<file path="config.mk">
export PLATFORM = sky130hd
export DESIGN_NAME = cacsr_top
export DESIGN_NICKNAME = d
export VERILOG_FILES = /design/src/inc/cacsr_pkg.sv /design/src/rtl/cacsr_top.sv /design/src/rtl/cacsr_sync.sv /design/src/rtl/cacsr_timer.sv
export SDC_FILE = /design/constraint.sdc
export NUM_CORES = 1
export LEC_CHECK = 0
export BUFFER_PORTS_ARGS = -buffer_cell sky130_fd_sc_hd__buf_2
export CAP_MARGIN = 10
export CORE_ASPECT_RATIO = 2
export CORE_UTILIZATION = 50
export CTS_CLUSTER_DIAMETER = 200
export DETAILED_ROUTE_END_ITERATION = 6
export PLACE_DENSITY = 0.7
export SLEW_MARGIN = 20
export SYNTH_ARGS = -nofsm -noshare
export SYNTH_HDL_FRONTEND = slang
export SYNTH_SLANG_ARGS = --single-unit
export TNS_END_PERCENT = 1
</file>
<file path="constraint.sdc">
create_clock -name CLK_SYS -period 10.7 [get_ports CLK_SYS]
set_input_delay 0.535 -clock CLK_SYS [delete_from_list [all_inputs] [get_ports CLK_SYS]]
set_output_delay 0.535 -clock CLK_SYS [all_outputs]
set_load 0.1 [all_outputs]
</file>
<file path="src/inc/cacsr_pkg.sv">
// constants, field layout and carrier types of the charger control and status bank
package cacsr_pkg;
  // clock and times
  localparam int unsigned CLK_HZ = 100_000_000;
  localparam int unsigned CONV_TIME_MS = 10;
  localparam int unsigned REPEAT_TIME_S = 1;
  localparam int unsigned ALERT_PULSE_US = 10;
  localparam int unsigned CONV_CYCLES = CONV_TIME_MS * (CLK_HZ / 1000);
  localparam int unsigned REPEAT_CYCLES = REPEAT_TIME_S * CLK_HZ;
  localparam int unsigned ALERT_CYCLES = ALERT_PULSE_US * (CLK_HZ / 1_000_000);
  localparam int unsigned TIMER_W = 32;
  // command codes
  localparam logic [7:0] CMD_STATE_FLAGS = 8'h20;
  localparam logic [7:0] CMD_ALERT_PROFILE = 8'h34;
  localparam logic [7:0] CMD_CONV_CTRL = 8'h35;
  // converter_control layout
  localparam logic [15:0] CONV_CTRL_RESET = 16'h2000;
  localparam int unsigned CC_REPEAT_BIT = 15;
  localparam int unsigned CC_GO_BIT = 14;
  localparam int unsigned CC_RANGE_BIT = 13;
  localparam int unsigned CC_CHAN_LSB = 0;
  localparam int unsigned CHAN_W = 8;
  // charger_state_flags layout
  localparam logic [15:0] STATE_FLAGS_RESET = 16'h0000;
  localparam int unsigned ST_SRC_BIT = 15;
  localparam int unsigned ST_OPT_BIT = 14;
  localparam int unsigned ST_LIVE_LSB = 8;
  localparam int unsigned ST_FAULT_LSB = 5;
  localparam int unsigned ST_SYSOVP_BIT = 4;
  localparam int unsigned FAULT_W = 3;
  // alert_profile_word layout
  localparam int unsigned AP_ADAPTER_BIT = 0;
  localparam logic [15:0] WORD_ZERO = 16'h0000;

  // host write request
  typedef struct packed {
    logic stb;
    logic [7:0] cmd;
    logic [15:0] data;
  } cacsr_wr_t;

  // live conditions from the charger core, bits 12 down to 8
  typedef struct packed {
    logic input_voltage_regulating;
    logic input_current_regulating;
    logic fast_phase;
    logic precharge_phase;
    logic reverse_supply;
  } cacsr_live_t;

  // fault events, bits 7 down to 5
  typedef struct packed {
    logic input_overvoltage;
    logic battery_overcurrent;
    logic input_overcurrent;
  } cacsr_fault_t;

  // conversion sequencer states
  typedef enum logic [1:0] {CS_IDLE, CS_CONVERT, CS_WAIT} cacsr_conv_state_t;
endpackage : cacsr_pkg

</file>
<file path="src/rtl/cacsr_top.sv">
// charger converter control, status flags and adapter-removal alert
`timescale 1ns/1ns
`default_nettype none
module cacsr_top #(
  parameter int unsigned CONV_CYCLES = cacsr_pkg::CONV_CYCLES,
  parameter int unsigned REPEAT_CYCLES = cacsr_pkg::REPEAT_CYCLES,
  parameter int unsigned ALERT_CYCLES = cacsr_pkg::ALERT_CYCLES
) (
  input wire logic CLK_SYS,
  input wire logic RESET,
  input wire cacsr_pkg::cacsr_wr_t HOST_WR,
  input wire logic HOST_RD_STB,
  input wire logic [7:0] HOST_RD_CMD,
  output logic [15:0] HOST_RD_DATA,
  output logic HOST_RD_VALID,
  input wire logic INPUT_GOOD_PIN,
  input wire logic OPTIMIZER_COMPLETE,
  input wire cacsr_pkg::cacsr_live_t LIVE_FLAGS,
  input wire cacsr_pkg::cacsr_fault_t FAULT_EVENTS,
  input wire logic SYSTEM_OVERVOLTAGE,
  input wire logic LOW_POWER_REQ,
  input wire logic FIRST_OPT_TOP,
  output logic CONV_ACTIVE,
  output logic CONV_RESULT_LOAD,
  output logic RANGE_HIGH,
  output logic [7:0] CHAN_ENABLE,
  output logic LOW_POWER,
  output logic CONVERTER_DISABLE,
  output logic PROCESSOR_HOT_ALERT_N_O,
  output logic PROCESSOR_HOT_ALERT_N_OE
);
  localparam int unsigned TW = cacsr_pkg::TIMER_W;
  localparam logic [TW-1:0] CONV_LOAD = TW'(CONV_CYCLES);
  localparam logic [TW-1:0] WAIT_LOAD = TW'(REPEAT_CYCLES - CONV_CYCLES);
  localparam logic [TW-1:0] ALERT_LOAD = TW'(ALERT_CYCLES);

  // decoded host strobes
  logic wr_ctrl; // write to converter_control
  logic wr_flags; // write to charger_state_flags
  logic wr_prof; // write to alert_profile_word
  logic rd_status; // read of charger_state_flags
  assign wr_ctrl = HOST_WR.stb && (HOST_WR.cmd == cacsr_pkg::CMD_CONV_CTRL);
  assign wr_flags = HOST_WR.stb && (HOST_WR.cmd == cacsr_pkg::CMD_STATE_FLAGS);
  assign wr_prof = HOST_WR.stb && (HOST_WR.cmd == cacsr_pkg::CMD_ALERT_PROFILE);
  assign rd_status = HOST_RD_STB && (HOST_RD_CMD == cacsr_pkg::CMD_STATE_FLAGS);

  // input-good pin, filtered
  logic src_s;
  cacsr_sync u_src_sync (
    .clk(CLK_SYS),
    .rst(RESET),
    .pin(INPUT_GOOD_PIN),
    .level(src_s)
  );

  // register state
  logic [15:0] ctrl_q; // converter_control word
  logic [15:0] ctrl_d;
  logic [cacsr_pkg::FAULT_W-1:0] fault_q; // latched faults
  logic [cacsr_pkg::FAULT_W-1:0] fault_d;
  logic sysovp_q; // latched system overvoltage
  logic sysovp_d;
  logic alert_en_q; // adapter removal alert enable
  logic alert_en_d;
  logic low_power_q; // low-power state
  logic low_power_d;
  logic src_prev_q; // last filtered source level
  logic [15:0] rd_data_q; // read answer
  logic [15:0] rd_data_d;
  logic rd_valid_q;
  logic [15:0] status_word; // live view of charger_state_flags
  logic adapter_fall; // source went away
  logic go_clr; // sequencer clears the go bit
  logic go_q;
  logic repeat_q;
  logic blocked; // converter held off

  assign go_q = ctrl_q[cacsr_pkg::CC_GO_BIT];
  assign repeat_q = ctrl_q[cacsr_pkg::CC_REPEAT_BIT];
  assign adapter_fall = src_prev_q && !src_s;
  assign blocked = low_power_q || sysovp_q;

  // status word assembly, reserved bits read zero
  always_comb begin
    status_word = cacsr_pkg::WORD_ZERO;
    status_word[cacsr_pkg::ST_SRC_BIT] = src_s;
    status_word[cacsr_pkg::ST_OPT_BIT] = OPTIMIZER_COMPLETE;
    // bit 12 is input voltage regulation, bit 11 input current regulation
    status_word[cacsr_pkg::ST_LIVE_LSB +: 5] = LIVE_FLAGS;
    status_word[cacsr_pkg::ST_FAULT_LSB +: cacsr_pkg::FAULT_W] = fault_q;
    status_word[cacsr_pkg::ST_SYSOVP_BIT] = sysovp_q;
  end

  // next values of the register group
  always_comb begin
    ctrl_d = ctrl_q;
    if (wr_ctrl) begin
      // a host write wins over the automatic go clear
      ctrl_d = HOST_WR.data;
    end else if (go_clr) begin
      ctrl_d[cacsr_pkg::CC_GO_BIT] = 1'b0;
    end
    // event sets win over the read clear
    fault_d = FAULT_EVENTS | (rd_status ? '0 : fault_q);
    // clear by host zero write or unplug, fault presence wins
    sysovp_d = sysovp_q;
    if ((wr_flags && !HOST_WR.data[cacsr_pkg::ST_SYSOVP_BIT]) || adapter_fall) begin
      sysovp_d = 1'b0;
    end
    sysovp_d = sysovp_d || SYSTEM_OVERVOLTAGE;
    alert_en_d = wr_prof ? HOST_WR.data[cacsr_pkg::AP_ADAPTER_BIT] : alert_en_q;
    // asking for conversion on battery alone keeps us awake
    low_power_d = LOW_POWER_REQ && !(go_q && !src_s);
    // read answer, unmapped codes read zero
    rd_data_d = rd_data_q;
    if (HOST_RD_STB) begin
      case (HOST_RD_CMD)
        cacsr_pkg::CMD_STATE_FLAGS: begin
          rd_data_d = status_word;
        end
        cacsr_pkg::CMD_CONV_CTRL: begin
          rd_data_d = ctrl_q;
        end
        cacsr_pkg::CMD_ALERT_PROFILE: begin
          rd_data_d = cacsr_pkg::WORD_ZERO;
          rd_data_d[cacsr_pkg::AP_ADAPTER_BIT] = alert_en_q;
        end
        default: begin
          rd_data_d = cacsr_pkg::WORD_ZERO;
        end
      endcase
    end
  end

  // register group flops
  always_ff @(posedge CLK_SYS or posedge RESET) begin
    if (RESET) begin
      ctrl_q <= cacsr_pkg::CONV_CTRL_RESET;
      fault_q <= '0;
      sysovp_q <= 1'b0;
      alert_en_q <= 1'b0;
      low_power_q <= 1'b0;
      src_prev_q <= 1'b0;
      rd_data_q <= cacsr_pkg::STATE_FLAGS_RESET;
      rd_valid_q <= 1'b0;
    end else begin
      ctrl_q <= ctrl_d;
      fault_q <= fault_d;
      sysovp_q <= sysovp_d;
      alert_en_q <= alert_en_d;
      low_power_q <= low_power_d;
      src_prev_q <= src_s;
      rd_data_q <= rd_data_d;
      rd_valid_q <= HOST_RD_STB;
    end
  end

  // conversion and repeat timers
  cacsr_pkg::cacsr_conv_state_t state_q;
  cacsr_pkg::cacsr_conv_state_t state_d;
  logic conv_start;
  logic wait_start;
  logic conv_done;
  logic wait_done;
  logic result_d;
  logic result_q;

  cacsr_timer #(.W(TW)) u_conv_tmr (
    .clk(CLK_SYS),
    .rst(RESET),
    .start(conv_start),
    .stop(state_d != cacsr_pkg::CS_CONVERT),
    .load(CONV_LOAD),
    .busy(),
    .done(conv_done)
  );

  cacsr_timer #(.W(TW)) u_wait_tmr (
    .clk(CLK_SYS),
    .rst(RESET),
    .start(wait_start),
    .stop(state_d != cacsr_pkg::CS_WAIT),
    .load(WAIT_LOAD),
    .busy(),
    .done(wait_done)
  );

  // sequencer next state
  always_comb begin
    state_d = state_q;
    conv_start = 1'b0;
    wait_start = 1'b0;
    go_clr = 1'b0;
    result_d = 1'b0;
    case (state_q)
      cacsr_pkg::CS_IDLE: begin
        // a pending go waits out low power or overvoltage
        if (go_q && !blocked) begin
          state_d = cacsr_pkg::CS_CONVERT;
          conv_start = 1'b1;
        end
      end
      cacsr_pkg::CS_CONVERT: begin
        if (blocked || !go_q) begin
          state_d = cacsr_pkg::CS_IDLE;
        end else if (conv_done) begin
          result_d = 1'b1;
          if (repeat_q) begin
            state_d = cacsr_pkg::CS_WAIT;
            wait_start = 1'b1;
          end else begin
            state_d = cacsr_pkg::CS_IDLE;
            go_clr = 1'b1;
          end
        end
      end
      cacsr_pkg::CS_WAIT: begin
        if (blocked || !go_q) begin
          state_d = cacsr_pkg::CS_IDLE;
        end else if (!repeat_q) begin
          // leaving repeat mode ends the series
          state_d = cacsr_pkg::CS_IDLE;
          go_clr = 1'b1;
        end else if (wait_done) begin
          state_d = cacsr_pkg::CS_CONVERT;
          conv_start = 1'b1;
        end
      end
      default: begin
        state_d = cacsr_pkg::CS_IDLE;
      end
    endcase
  end

  // sequencer flops
  always_ff @(posedge CLK_SYS or posedge RESET) begin
    if (RESET) begin
      state_q <= cacsr_pkg::CS_IDLE;
      result_q <= 1'b0;
    end else begin
      state_q <= state_d;
      result_q <= result_d;
    end
  end

  // adapter removal alert pulse
  logic alert_fire;
  logic alert_busy;
  assign alert_fire = adapter_fall && alert_en_q && !FIRST_OPT_TOP;
  cacsr_timer #(.W(TW)) u_alert_tmr (
    .clk(CLK_SYS),
    .rst(RESET),
    .start(alert_fire),
    .stop(1'b0),
    .load(ALERT_LOAD),
    .busy(alert_busy),
    .done()
  );

  // outputs; alert pin is open drain, only ever pulled low
  assign HOST_RD_DATA = rd_data_q;
  assign HOST_RD_VALID = rd_valid_q;
  assign CONV_ACTIVE = (state_q == cacsr_pkg::CS_CONVERT);
  assign CONV_RESULT_LOAD = result_q;
  assign RANGE_HIGH = ctrl_q[cacsr_pkg::CC_RANGE_BIT];
  // bit 0 is battery voltage, the first result read back
  assign CHAN_ENABLE = ctrl_q[cacsr_pkg::CC_CHAN_LSB +: cacsr_pkg::CHAN_W];
  assign LOW_POWER = low_power_q;
  assign CONVERTER_DISABLE = sysovp_q;
  assign PROCESSOR_HOT_ALERT_N_O = 1'b0;
  assign PROCESSOR_HOT_ALERT_N_OE = alert_busy;

  // helper: cycles spent in the current conversion
  logic [TW-1:0] conv_age_q;
  logic [TW-1:0] conv_age_d;
  always_comb begin
    conv_age_d = CONV_ACTIVE ? conv_age_q + TW'(1) : '0;
  end
  always_ff @(posedge CLK_SYS or posedge RESET) begin
    if (RESET) begin
      conv_age_q <= '0;
    end else begin
      conv_age_q <= conv_age_d;
    end
  end
endmodule : cacsr_top
`default_nettype wire

</file>
<file path="src/rtl/cacsr_sync.sv">
// three-flop pin synchroniser with agreement filter
`timescale 1ns/1ns
`default_nettype none
module cacsr_sync (
  input wire logic clk,
  input wire logic rst,
  input wire logic pin,
  output logic level
);
  logic s1_q; // first stage, read only by s2
  logic s2_q;
  logic s3_q;
  logic level_q;
  logic level_d;

  // accept a change only once stages two and three agree
  always_comb begin
    level_d = (s2_q == s3_q) ? s3_q : level_q;
  end

  // shift chain and filtered level
  always_ff @(posedge clk or posedge rst) begin
    if (rst) begin
      s1_q <= 1'b0;
      s2_q <= 1'b0;
      s3_q <= 1'b0;
      level_q <= 1'b0;
    end else begin
      s1_q <= pin;
      s2_q <= s1_q;
      s3_q <= s2_q;
      level_q <= level_d;
    end
  end

  assign level = level_q;
endmodule : cacsr_sync
`default_nettype wire

</file>
<file path="src/rtl/cacsr_timer.sv">
// loadable down-counter with busy level and done pulse
`timescale 1ns/1ns
`default_nettype none
module cacsr_timer #(
  parameter int unsigned W = 32
) (
  input wire logic clk,
  input wire logic rst,
  input wire logic start,
  input wire logic stop,
  input wire logic [W-1:0] load,
  output logic busy,
  output logic done
);
  localparam logic [W-1:0] ONE = W'(1);
  localparam logic [W-1:0] ZERO = W'(0);
  logic [W-1:0] cnt_q;
  logic [W-1:0] cnt_d;

  // start beats stop, so a restart in the stopping cycle is kept
  always_comb begin
    cnt_d = cnt_q;
    if (start) begin
      cnt_d = load;
    end else if (stop) begin
      cnt_d = ZERO;
    end else if (cnt_q != ZERO) begin
      cnt_d = cnt_q - ONE;
    end
  end

  // count register
  always_ff @(posedge clk or posedge rst) begin
    if (rst) begin
      cnt_q <= ZERO;
    end else begin
      cnt_q <= cnt_d;
    end
  end

  // done lands load minus one cycles after the start edge
  assign busy = (cnt_q != ZERO);
  assign done = (cnt_q == ONE);
endmodule : cacsr_timer
`default_nettype wire

</file>
==> impl_metrics.yaml <==
status:
  status: "complete, no violations"
synthesis:
  async_flop_share: 1.00
  synth_top_cell_area_share: 0.507
  synth_nets: 751
  avgSynthCellArea_um2: 10.1
  ys_seq_area_frac: 0.511
  yosysMostFrequentCell: "dfrtp_1"
  post-synth-top-area-cell: "dfrtp_1"
  yosysUniqueCellTypes: 54
  synth-seq-cells: 143
  synthFlopType: "dfrtp_1"
  synth_cells: 691
  yosysWarnings: 0
  synth.area.top_cells: "dfrtp_1 (51%), xnor2_1 (6.4%), nor2_1 (4.3%), xor2_1 (3.9%), nor3_1 (3.6%)"
  synth-edff-count: 0
  netlist_top_cells_count: "dfrtp_1 (142), nor2_1 (81), xnor2_1 (51)"
  syn-cell-area_mm2: 0.00701
placement:
  hpwl_mm: 11.1
  io_buffers: 79
  place.gp.congestion: 0.832
  post_dp_cell_area_mm2: 0.00751
power:
  power.density_mw_per_mm2: 219
  total_power_w: 0.00178
  leakagePower_nw: 3.57
  ir_drop_uv: 139
grt:
  overflow: 0
  antenna_found_initial: 0
  grt_pass1_vias: 5647
  grt_use_total: 0.235
  grt_max_degree: 77
  grt_pass1_wl_mm: 26.6
cells_and_area:
  fin_area_mm2: 0.00813
  insertedDiodeCount: 0
  drive_gt1_frac: 0.195
  nets: 820
  syn_to_final_growth_pct: 16.0
  nFillCells: 1095
cts:
  cts_buffers: 17
  cts_tree: "done"
  root_buffer: "clkbuf_16"
  cts_resized: 0
  clock_latency_ns: 0.43
  clockBufferDepth: 2
  postCtsHoldBufs: 0
  clk_pin_slew_worst_paths_ns: 0.07
  htree_levels: 4
  cts_sinks: 143
  cts_setup_buffers: 0
sta:
  report.final.slew_viol_count: 0
  tightestPinTransition_ns: 1.08
  finalHoldViolCount: 0
  max-slew-margin-rel: 0.278
  fin_tns_setup_ns: 0
  min_period_ns: 3.85
  rsz0062_at_grt: "no"
  final.setup_skew_ns: 0.00985
  period_share: 0.360
  finalSetupViolCount: 0
  whs_ns: 0.189
  max_clock_freq_ghz: 0.260
die:
  die_h_um: 169
  std_cell_rows: 60
  dieArea_mm2: 0.0145
  io_pins: 81
  core-area_mm2: 0.0136
  start_util: 0.516
  die_x_um: 85.7
critical_path:
  cp-start-kind: "flop"
  reg2regPathDepth: 7
  required_ns: 11.02
  crit_arrival_ns: 4.17
  path_class: "reg -> reg"
  cp_max_fo: 32
  end_kind: "flop"
drt:
  drc_errors: 0
  drtIter0Drc: 261
  via_count: 5407
  viasPerCell: 5.64
  antenna_left: 0
  drt_wl_total_mm: 15.8
  drt-wirelength-per-cell_um: 16.4
  dr.pass1.iters: 5
run:
  cap_violations: 0
min_path:
  worstHoldPathType: "in -> async"
==> cell usage in the layout (no fill, tap or decap), types with 10 or more instances in the layout <==
master and count:
dfrtp_1 142, nor2_1 81, buf_2 79, xnor2_1 51
nor3_1 50, nand2_1 35, xor2_1 31, inv_1 27
nand3_1 24, o21ai_0 24, nor4_1 22, mux2_2 17
clkbuf_16 17, or3_1 14, o31ai_1 14, or4_1 12
a22oi_1 12, o22ai_1 11, ha_1 11, nand4_1 10
a21oi_1 10
==> cells by family (layout without fill, tap and decap cells) <==
logic type / Yosys count / in the layout / share of synthesized area
other: 1 / 1 / 0.000535
xor gates and xnor gates: 82 / 82 / 0.102
and+or+nand+nor: 290 / 290 / 0.221
DFF: 143 / 143 / 0.511
buffers and inverters: 62 / 144 / 0.0405
muxes: 17 / 17 / 0.0273
AOI/OAI and AO/OA: 84 / 84 / 0.0764
adders and majority gates: 12 / 12 / 0.0211
==> routing by layer <==
metal | track usage | part of all wire | vias to the layer above
met5 | 0 | 0 | -
met4 | 0.0986 | 0.028 | 0
met3 | 0.0467 | 0.031 | 36
met2 | 0.436 | 0.56 | 114
met1 | 0.254 | 0.38 | 2693
li1 | - | - | 2564
==> state kept, by name, indices dropped and copies added, names as in the netlist <==
signal             cells
CONVERTER_DISABLE      1
ctrl_q                16
u_src_sync.s3_q        1
u_src_sync.s1_q        1
u_src_sync.s2_q        1
u_src_sync.level       1
fault_q                3
u_wait_tmr.cnt_q      32
HOST_RD_VALID          1
u_alert_tmr.cnt_q     32
CONV_RESULT_LOAD       1
src_prev_q             1
LOW_POWER              1
alert_en_q             1
state_q                2
HOST_RD_DATA          16
u_conv_tmr.cnt_q      32
==> metrics by stage <==
| stage | cells | setup WS (ns) | utilization |
|---|---|---|---|
| 2_1_floorplan | 691 | 6.33 | - |
| 3_3_place_gp | 927 | 7.08 | 0.553 |
| 3_5_place_dp | 927 | 6.91 | 0.553 |
| 4_1_cts | 959 | 6.92 | 0.598 |
| 5_1_grt | 959 | 6.49 | 0.598 |
| 6_report | 959 | 6.85 | 0.598 |
==> worst paths after layout <==
kind / startpoint / endpoint / slack, ns
min reg2reg: u_src_sync.s1_q$_DFF_PP0_ / u_src_sync.s2_q$_DFF_PP0_ / 0.36
max: u_conv_tmr.cnt_q[9]$_DFFE_PP0P_ / u_wait_tmr.cnt_q[6]$_DFFE_PP0P_ / 6.85
min in group CLK_SYS: INPUT_GOOD_PIN / u_src_sync.s1_q$_DFF_PP0_ / 0.23
min: RESET / u_wait_tmr.cnt_q[27]$_DFFE_PP0P_ / 0.19
max reg2reg: u_conv_tmr.cnt_q[9]$_DFFE_PP0P_ / u_wait_tmr.cnt_q[6]$_DFFE_PP0P_ / 6.85
max in group asynchronous: RESET / u_alert_tmr.cnt_q[3]$_DFFE_PP0P_ / 9.14
==> area by class of cell <==
| type | instances | area, µm² | area share |
|---|---|---|---|
| clock inverter | 15 | 195 | 0.0240 |
| clock buffer | 17 | 425 | 0.0523 |
| tap | 186 | 233 | 0.0286 |
| inverter | 28 | 110 | 0.0135 |
| timing repair buffer | 84 | 433 | 0.0532 |
| multi-input combinational | 486 | 3160 | 0.388 |
| sequential | 143 | 3580 | 0.440 |
==> worst max-delay path, stage by stage (launching register included) <==
cell and delay [ns]:
dfrtp_1 0.43, nor4_1 0.39, nand4_1 0.29, nor4_2 0.39, nand3_1 0.55, and3_1 0.47
or3b_1 0.81, o31ai_1 0.40
==> power by group <==
part           switching (W)  total, W  internal [W]
logic               0.000296  0.000472      0.000176
clock network       0.000275  0.000613      0.000338
registers          0.0000798  0.000696      0.000616
total               0.000651   0.00178       0.00113
Note: power is estimated with default switching activity, not from simulation.
